===== src/inc/alert_pkg.sv =====
// What this block does
// - Every status read returns the status register's address code in bits 15 to 12.
// - A register write rejected for a checksum mismatch sets the write check flag at bit 9.
// - The write check flag and all channel alert flags stay set until the status is read or reset code 3C or FF clears them.
// - A failed startup configuration load sets the load fail flag at bit 8.
// - A status read leaves the load fail flag alone; only a hard reset clears it and restarts setup.
// - A result above its high threshold sets the over flag of channel D, C or B at bit 7, 5 or 3.
// - A result below its low threshold sets the under flag of channel D, C or B at bit 6, 4 or 2.
// - Channel A has a sticky over flag at bit 1 and a sticky under flag at bit 0.
// - Reset code 3C clears all flags but the load fail flag; code FF clears all flags and the interrupt enables.
// - The low threshold is the 12-bit field followed by four zero bits, high by four ones.
// Purpose: Constants, offsets and carriers for the alert status block.
// Assumes: 32-bit Avalon-MM slave with byte addresses.
// Notes: Channel n owns under bit 2n and over bit 2n+1.
package alert_pkg;
  localparam int NCHAN = 4;
  localparam int FLAG_W = 10;
  localparam logic [4:0] OFF_STATUS = 5'h00;
  localparam logic [4:0] OFF_RESET = 5'h04;
  localparam logic [4:0] OFF_IRQ_STAT = 5'h08;
  localparam logic [4:0] OFF_IRQ_CLR = 5'h0C;
  localparam logic [4:0] OFF_IRQ_EN = 5'h10;
  localparam int ADDR_HI = 15;
  localparam int ADDR_LO = 12;
  localparam int RSV_HI = 11;
  localparam int RSV_LO = 10;
  localparam int BIT_WCHK = 9;
  localparam int BIT_SETUP = 8;
  // Arbitrary code reported in the address field of the status word.
  localparam logic [3:0] STATUS_ADDR_CODE = 4'h4;
  localparam logic [7:0] RST_SOFT = 8'h3C;
  localparam logic [7:0] RST_HARD = 8'hFF;
  localparam logic [3:0] LOW_PAD = 4'h0;
  localparam logic [3:0] HIGH_PAD = 4'hF;
  localparam logic [FLAG_W-1:0] FLAGS_RESET = 10'h000;
  localparam logic [FLAG_W-1:0] SETUP_MASK = 10'h100;
  localparam logic [FLAG_W-1:0] STICKY_MASK = 10'h2FF;

  typedef logic [NCHAN-1:0][15:0] chan_results_t;

  typedef struct packed {
    logic read;
    logic write;
    logic [4:0] address;
    logic [3:0] byteenable;
    logic [31:0] writedata;
  } avs_req_s;

  typedef struct packed {
    logic [FLAG_W-1:0] flags;
    logic [FLAG_W-1:0] irq_stat;
    logic [FLAG_W-1:0] irq_en;
    logic [FLAG_W-1:0] snap;
    logic ack;
    logic restart;
    logic [31:0] rdata;
  } state_s;
endpackage


===== src/rtl/alert_status_flags.sv =====
// Purpose: Sticky fault and threshold alert flags with read-to-clear.
// Assumes: Event inputs are one-cycle pulses synchronous to MCLK.
// Notes: Each access ends one cycle after it is presented.
`timescale 1ns/1ps
`default_nettype none
module alert_status_flags
  import alert_pkg::*;
(
  input wire logic MCLK,
  input wire logic RST_N,
  input wire avs_req_s AVS,
  output logic AVS_WAITREQUEST,
  output logic [31:0] AVS_READDATA,
  input wire logic CRC_REJECT,
  input wire logic SETUP_LOAD_FAIL,
  input wire logic RESULT_VALID,
  input wire chan_results_t CHAN_RESULT,
  input wire logic [11:0] LOW_FIELD,
  input wire logic [11:0] HIGH_FIELD,
  output logic SETUP_RESTART,
  output logic IRQ
);

  // Expand a 12-bit threshold field into the internal 16-bit value.
  function automatic logic [15:0] thr16(input logic [11:0] fld,
                                        input logic [3:0] pad);
    thr16 = {fld, pad};
  endfunction

  state_s s;
  state_s next_s;
  logic [FLAG_W-1:0] set_vec;
  logic [NCHAN-1:0] over_now;
  logic [NCHAN-1:0] under_now;
  logic req;
  logic take;
  logic status_take;
  logic soft_take;
  logic hard_take;

  // Threshold compares, one pair per channel.
  genvar ch;
  generate
    for (ch = 0; ch < NCHAN; ch++) begin : g_cmp
      assign over_now[ch] = RESULT_VALID &&
        (CHAN_RESULT[ch] > thr16(HIGH_FIELD, HIGH_PAD));
      assign under_now[ch] = RESULT_VALID &&
        (CHAN_RESULT[ch] < thr16(LOW_FIELD, LOW_PAD));
      assign set_vec[2*ch+1] = over_now[ch];
      assign set_vec[2*ch] = under_now[ch];
    end
  endgenerate

  // Fault events land on their fixed bit positions.
  assign set_vec[BIT_WCHK] = CRC_REJECT;
  assign set_vec[BIT_SETUP] = SETUP_LOAD_FAIL;

  // A request is taken on the cycle its waitrequest is low.
  assign req = AVS.read || AVS.write;
  assign take = req && s.ack;
  assign status_take = take && AVS.read && (AVS.address == OFF_STATUS);
  assign soft_take = take && AVS.write && (AVS.address == OFF_RESET) &&
                     AVS.byteenable[0] && (AVS.writedata[7:0] == RST_SOFT);
  assign hard_take = take && AVS.write && (AVS.address == OFF_RESET) &&
                     AVS.byteenable[0] && (AVS.writedata[7:0] == RST_HARD);

  // Next state: bus answer, flag update and interrupt bookkeeping.
  always_comb begin
    logic [FLAG_W-1:0] clr;
    clr = '0;
    next_s = s;
    next_s.restart = 1'b0;
    next_s.ack = req && !s.ack;
    // Read data is built a cycle ahead so it comes from a flop.
    if (req && !s.ack) begin
      next_s.rdata = '0;
      if (AVS.read) begin
        unique case (AVS.address)
          OFF_STATUS: begin
            next_s.rdata[ADDR_HI:ADDR_LO] = STATUS_ADDR_CODE;
            next_s.rdata[FLAG_W-1:0] = s.flags;
            next_s.snap = s.flags;
          end
          OFF_IRQ_STAT: next_s.rdata[FLAG_W-1:0] = s.irq_stat;
          OFF_IRQ_EN: next_s.rdata[FLAG_W-1:0] = s.irq_en;
          default: next_s.rdata = '0;
        endcase
      end
    end
    // Only bits the host actually saw are cleared by the read.
    if (status_take) begin
      clr = s.snap & STICKY_MASK;
    end
    if (soft_take) begin
      clr = STICKY_MASK;
    end
    if (hard_take) begin
      clr = {FLAG_W{1'b1}};
      next_s.restart = 1'b1;
      next_s.irq_en = FLAGS_RESET;
    end
    // New events win over any clear in the same cycle.
    next_s.flags = (s.flags & ~clr) | set_vec;
    next_s.irq_stat = s.irq_stat | set_vec;
    if (take && AVS.write && AVS.address == OFF_IRQ_CLR &&
        AVS.byteenable[0]) begin
      next_s.irq_stat[7:0] = (s.irq_stat[7:0] & ~AVS.writedata[7:0]) |
                             set_vec[7:0];
    end
    if (take && AVS.write && AVS.address == OFF_IRQ_CLR &&
        AVS.byteenable[1]) begin
      next_s.irq_stat[FLAG_W-1:8] =
        (s.irq_stat[FLAG_W-1:8] & ~AVS.writedata[FLAG_W-1:8]) |
        set_vec[FLAG_W-1:8];
    end
    if (take && AVS.write && AVS.address == OFF_IRQ_EN && !hard_take) begin
      if (AVS.byteenable[0]) begin
        next_s.irq_en[7:0] = AVS.writedata[7:0];
      end
      if (AVS.byteenable[1]) begin
        next_s.irq_en[FLAG_W-1:8] = AVS.writedata[FLAG_W-1:8];
      end
    end
  end

  // All state registers together; reset loads constants only.
  always_ff @(posedge MCLK or negedge RST_N) begin
    if (!RST_N) begin
      s <= '0;
    end else begin
      s <= next_s;
    end
  end

  // Waitrequest is combinational so every access costs one wait cycle.
  assign AVS_WAITREQUEST = req && !s.ack;
  assign AVS_READDATA = s.rdata;
  assign SETUP_RESTART = s.restart;
  assign IRQ = |(s.irq_stat & s.irq_en);
endmodule
`default_nettype wire


===== config.mk =====
export PLATFORM = sky130hd
export DESIGN_NAME = alert_status_flags
export DESIGN_NICKNAME = d
export VERILOG_FILES = /design/src/inc/alert_pkg.sv /design/src/rtl/alert_status_flags.sv
export SDC_FILE = /design/constraint.sdc
export NUM_CORES = 1
export LEC_CHECK = 0
export ABC_CLOCK_PERIOD_IN_PS = 3700
export BUFFER_PORTS_ARGS = -buffer_cell sky130_fd_sc_hd__buf_2
export CAP_MARGIN = 30
export CORE_MARGIN = 5
export CORE_UTILIZATION = 55
export DETAILED_ROUTE_END_ITERATION = 10
export HOLD_SLACK_MARGIN = 0.15
export PLACE_DENSITY = 0.88
export SLEW_MARGIN = 40
export SYNTH_ARGS = -nofsm -noshare
export SYNTH_HDL_FRONTEND = slang
export SYNTH_SLANG_ARGS = --single-unit

===== constraint.sdc =====
create_clock -name MCLK -period 3.7 [get_ports MCLK]
set_input_delay 0.185 -clock MCLK [delete_from_list [all_inputs] [get_ports MCLK]]
set_output_delay 0.185 -clock MCLK [all_outputs]
set_load 0.005 [all_outputs]

==> qor.csv, run 1 <==
metric,value,unit
status,"finished, final reports clean",
synth.lib_cells_used.distinct,43,
achievable-frequency,583.0,MHz
clk-insertion-delay-late,310,ps
design.final.nets,852,
largest_net_degree_at_the_start_of_global_routing,53,
floorplan.die.height,102.0,um
regToRegStartpoint,s[33]$_DFF_PN0_,
worst_setup_path_start_kind,primary input,
netlist_top_cells_area,"sky130_fd_sc_hd__dfrtp_1 28%, sky130_fd_sc_hd__ha_1 25%, sky130_fd_sc_hd__buf_4 5.3%",
routed-via-count,4239,
post-synth-top-area-fraction,27.98,%
floorplan.die.width,102.0,um
fin_ws,1985,ps
setup_repair_after_global_routing_missed_its_margin,false,
timing.final.hold_violations,0,
finalInstanceArea,0.005358,mm^2
remaining_drc_errors,0,
worst_setup_path_end_kind,register,
detailed_place_hpwl,10640,um
finalMaxSlewViolations,0,
clk_pin_slew,90,ps
gp_congestion,0.9099,
max_cap_violation_count,0,
min_from,AVS[9],
design.core.area,0.008217,mm^2
worstRegToRegCells,5,
cp_max_fo,9,
via_count_of_the_first_global_routing_pass,4417,
globalRoute.totalOverflow,0,
rows,33,
post_synth.cell_area_avg,9.191,um^2
fillerInstances,682,
floorplan.initialDensity,56.60,%
syn-instance-count,506,
final_common_cell,sky130_fd_sc_hd__buf_2,
crit_arrival,1910,ps
cts_max_path_buffers,2,
route.detailed.wl_per_inst,17.42,um
route.detailed.vias_per_inst,5.807,
setup_total_negative_slack,0,ps
max_slew_margin,53.00,%
cts_inserted_buffers,5,
design.die.area,0.01039,mm^2
cts_tree,done,
clk_sinks,52,
root_buffer,sky130_fd_sc_hd__clkbuf_8,
groute.usage.overall,24.43,%
drive_gt1_share,24.80,%
worst_clock_skew,15.12,ps
io_buffer_count,125,
holdPathStages,2,
final-setup-viol-count,0,
antenna_found_initial,0,
dpl-instance-area,0.005184,mm^2
yosys_register_bits,52,
postRouteAntennaNets,0,
drt-initial-drc-count,217,
power_density,262.6,mW/mm^2
max-vdd-ir-drop,0.2091,mV
crit_start,AVS[3],
num_io_pins,171,
worst_pin_slew,703.6,ps
final_min_period_over_clock_period,46.36,%
areaGrowthSynthToFinish,15.20,%
critPathRequiredTime,3890,ps
most-common-layout-cells,"125 x sky130_fd_sc_hd__buf_2, 92 x sky130_fd_sc_hd__ha_1, 58 x sky130_fd_sc_hd__nand2_1, 52 x sky130_fd_sc_hd__dfrtp_1, 40 x sky130_fd_sc_hd__a21oi_1",
total_leakage_power,2.716,nW
setup_cp_type,in -> reg,
h-tree-depth,2,
worst_min_delay_path_class,in -> reg,
grt_pass1_wl,20290,um
synth.yosys.seq_area_share,27.98,%
placement.setup.worst_slack,1868,ps
route.final.wire_length,12720,um
period_minus_slack,1715,ps
fin_worst_hold_slack,151.1,ps
synth_warnings,0,
num_antenna_cells,0,
syn_area,0.004651,mm^2
design_power_total,0.001407,W
synth_top_cell_by_area,sky130_fd_sc_hd__dfrtp_1,
drt-pass1-iter-count,5,
[Yosys cell counts (all sizes together)]
| cell | number |
|---|---|
| nand2 | 59 |
| a211oi | 4 |
| a22o | 16 |
| o211ai | 1 |
| o21ai | 33 |
| and4 | 3 |
| mux2 | 9 |
| conb | 1 |
| o21bai | 2 |
| nor3 | 5 |
| nor2b | 9 |
| nand4 | 24 |
| inv | 33 |
| buf | 37 |
| clkbuf | 4 |
| a221oi | 5 |
| o41ai | 4 |
| and4b | 1 |
| o22ai | 1 |
| dfrtp | 52 |
| nor3b | 2 |
| nand2b | 4 |
| nor2 | 15 |
| nand3 | 9 |
| and3 | 2 |
| and2 | 1 |
| ha | 92 |
| mux2i | 15 |
| a31o | 5 |
| nand3b | 1 |
| a22oi | 3 |
| o2111ai | 4 |
| nand4b | 1 |
| a21o | 6 |
| a21oi | 40 |
| nor4 | 3 |
[kinds of logic (layout without fill, tap and decap cells)]
family          after synthesis  after routing  share of synthesized area, %
simple gates                139            139                         15.66
flops                        52             52                         27.98
mux                          24             24                         5.408
fa+ha+maj                    92             92                         24.75
compound gates              124            124                         16.98
buf+inv                      74            173                         9.147
other cells                   1             21                       0.08063
[worst max-delay path, cell delays in order]
cell and delay (ps):
sky130_fd_sc_hd__dlygate4sd3_1 520, sky130_fd_sc_hd__buf_2 130, sky130_fd_sc_hd__nand4_1 80, sky130_fd_sc_hd__nor3b_1 230, sky130_fd_sc_hd__and3_1 440, sky130_fd_sc_hd__nor2_1 120
sky130_fd_sc_hd__a22o_1 210
[area by class of cell]
type / instances / area, um^2 / area share (%)
multi-input cells: 400 / 3012 / 56.21
clock buffers: 6 / 82.58 / 1.541
inverters: 33 / 123.9 / 2.312
flip-flops and latches: 52 / 1301 / 24.29
well taps: 105 / 131.4 / 2.452
repair buffers: 132 / 693.2 / 12.94
clock inverters: 2 / 13.76 / 0.2569
[routing by layer]
metal	vias to the layer above	share of wire (%)	wire length, um	global-route usage, %
met5	-	0	0	0
met4	0	3.3	416	8.274
met3	35	5.9	750	3.072
met2	171	51	6463	44.67
met1	1976	40	5090	29.62
li1	2057	-	-	-
[metrics by stage]
stage / util, % / cells
2_1_floorplan: - / 526
3_3_place_gp: 63.06 / 715
3_5_place_dp: 63.09 / 715
4_1_cts: 64.99 / 729
5_1_grt: 65.20 / 730
6_report: 65.20 / 730
[what timing repair did]
item / 4_1_cts / 5_1_grt
buffers inserted: 0 / 0
hold buffers: 6 / 0
endpoints found under the hold margin: 59 / 0
gates resized for setup: 0 / 0
setup endpoints to repair: 0 / 0
[path summary, 6_finish.rpt]
check                                               end  slack, ps
setup / recovery                        s[53]$_DFF_PN0_       1980
hold / removal                          s[53]$_DFF_PN0_        150
setup reg to reg                        s[53]$_DFF_PN0_       2010
hold reg to reg             AVS_READDATA[6]$_DFFE_PN0P_        510
max in group asynchronous             s[43]$_DFFE_PN0P_       2830
min in group asynchronous  AVS_READDATA[14]$_DFFE_PN0P_        430
[report_power, final]
part	leakage, nW	internal (W)	switching [W]
logic	2.06	0.000190	0.000237
clock network	0.0516	0.000153	0.000195
registers	0.603	0.000606	0.0000246
total	2.72	0.000950	0.000457
Note: power is estimated with default switching activity, not from simulation.
==> run 2, diff against run 1 <==
Settings changed: ABC_CLOCK_PERIOD_IN_PS 3700 to 1400, CORE_UTILIZATION 55 to 46, PLACE_DENSITY 0.88 to 0.78.
Clock period 3.7 ns to 1.4 ns, I/O delays scaled along.
==> qor.csv, run 2 (synthesis results as in run 1) <==
metric,value,unit
status,finished with violations,
failing_checks,negative setup slack,
max-vdd-ir-drop,0.3638,mV
clk_sinks,52,
groute.usage.overall,22.98,%
route.final.wire_length,14990,um
routed-via-count,4737,
crit_buf_inv,1,
design.final.nets,926,
dpl.cell_count,796,
design_power_total,0.003910,W
cts_inserted_buffers,5,
worst_clock_skew,5.341,ps
fin_util,62.65,%
detailed_place_hpwl,11470,um
largest_net_degree_at_the_start_of_global_routing,53,
areaGrowthSynthToFinish,32.28,%
floorplan.die.width,110.6,um
timing.critical_path.cells,a22o_1 > a221oi_2 > nand4_1 > buf_2,
num_io_pins,171,
setup_cp_type,reg -> out,
cpLargestDelayFamily,compound AO/OA/AOI/OAI gates,
total_leakage_power,3.138,nW
num_antenna_cells,0,
groute.layer.met1.usage,28.34,%
fin_ws,-195.7,ps
crit_start,s[63]$_DFF_PN0_,
achievable-frequency,626.7,MHz
cts_max_path_buffers,2,
drt-initial-drc-count,295,
h-tree-depth,2,
regToRegStartpoint,s[33]$_DFF_PN0_,
antenna_found_initial,0,
worst_setup_path_start_kind,register,
grt_pass1_wl,23440,um
final_common_cell,sky130_fd_sc_hd__buf_2,
period_minus_slack,1596,ps
timing.final.hold_violations,0,
grt_util_met2,40.57,%
layout.cells.non_filler,831,
critPathRequiredTime,1330,ps
route.detailed.wl_per_inst,18.03,um
gp_congestion,0.9340,
root_buffer,sky130_fd_sc_hd__clkbuf_8,
worst_setup_path_end_kind,output port,
floorplan.die.height,110.6,um
setup_total_negative_slack,-1573,ps
design.die.area,0.01222,mm^2
max_cap_violation_count,0,
via_count_of_the_first_global_routing_pass,4800,
most-common-layout-cells,"124 x sky130_fd_sc_hd__buf_2, 92 x sky130_fd_sc_hd__ha_1, 57 x sky130_fd_sc_hd__buf_4, 53 x sky130_fd_sc_hd__nand2_1, 52 x sky130_fd_sc_hd__dfrtp_1",
rows,36,
finalMaxSlewViolations,0,
floorplan.initialDensity,47.36,%
clk_pin_slew,90,ps
power_density,635.5,mW/mm^2
busiest_layer,met2,
clk-insertion-delay-late,310,ps
cts_tree,done,
route.detailed.vias_per_inst,5.700,
critPathMaxStageDelay,390,ps
globalRoute.totalOverflow,0,
final-setup-viol-count,24,
io_buffer_count,125,
postRouteAntennaNets,0,
drt-pass1-iter-count,7,
drive_gt1_share,34.38,%
min_from,AVS[32],
setup_repair_after_global_routing_missed_its_margin,true,
design.core.area,0.009819,mm^2
cp_max_fo,2,
groute.layer.met3.usage,3.775,%
reg2reg_setup_slack,-100,ps
final_min_period_over_clock_period,114.0,%
crit_arrival,1530,ps
remaining_drc_errors,0,
worst_min_delay_path_class,in -> reg,
cpMaxStageDelayCell,sky130_fd_sc_hd__dfrtp_1,
run 2: cell count changes in the layout (fill, tap and decap cells not counted), sizes merged:
cell,delta
buf,+62
dlygate4sd3,+12
inv,-1
run 2: through the flow:
step	hold slack (ps)	cell area, um^2	setup slack (ps)
floorplan	-225.6	4726	49.56
global placement	73.04	5627	-246.9
detailed placement	79.99	5627	-273.7
CTS	238.9	5998	-109.0
global route	258.7	6152	-228.0
finish	264.5	6152	-195.7
run 2: what timing repair did:
action                                  CTS  global route
hold endpoints to repair                 76             0
pin swaps                                 4            17
gates resized for setup                  18            26
hold buffers                             18             0
setup buffers                             3             6
endpoints found under the setup margin   18            42
cloned                                    0             2
run 2: power by group:
part,internal (W),switching (W),leakage [nW]
clock,0.000395,0.000497,0.0473
sequential,0.00160,0.0000752,0.603
combinational,0.000644,0.000696,2.49
total,0.00264,0.00127,3.14
run 2: worst paths after layout:
check,endpoint,cells past startpoint
worst max-delay path,IRQ,4
worst min-delay path,s[57]$_DFF_PN0_,4
worst max register to register,register,6
worst min register to register,AVS_READDATA[14]$_DFFE_PN0P_,2
max in group asynchronous,s[53]$_DFF_PN0_,3
min in group asynchronous,AVS_READDATA[8]$_DFFE_PN0P_,3
run 2: metal layers:
layer	wire length, um	part of all wire [%]	up-vias
met5	0	0	-
met4	539	3.6	0
met3	1159	7.7	56
met2	7367	49	237
met1	5920	40	2238
li1	-	-	2206
run 2: worst reg2reg max path: stages, from the launching register on:
cell	delay (ps)
sky130_fd_sc_hd__dfrtp_1	440
sky130_fd_sc_hd__buf_6	140
sky130_fd_sc_hd__and2_4	140
sky130_fd_sc_hd__and4_4	240
sky130_fd_sc_hd__buf_6	140
sky130_fd_sc_hd__mux2i_4	250
sky130_fd_sc_hd__nor2_2	50
run 2: layout make-up:
class	count	area (um^2)
clock buffers	6	82.58
clock inverters	1	8.758
fillers	804	3667
inverters	33	123.9
multi-input cells	400	3144
flip-flops and latches	52	1301
well taps	133	166.4
repair buffers	206	1325
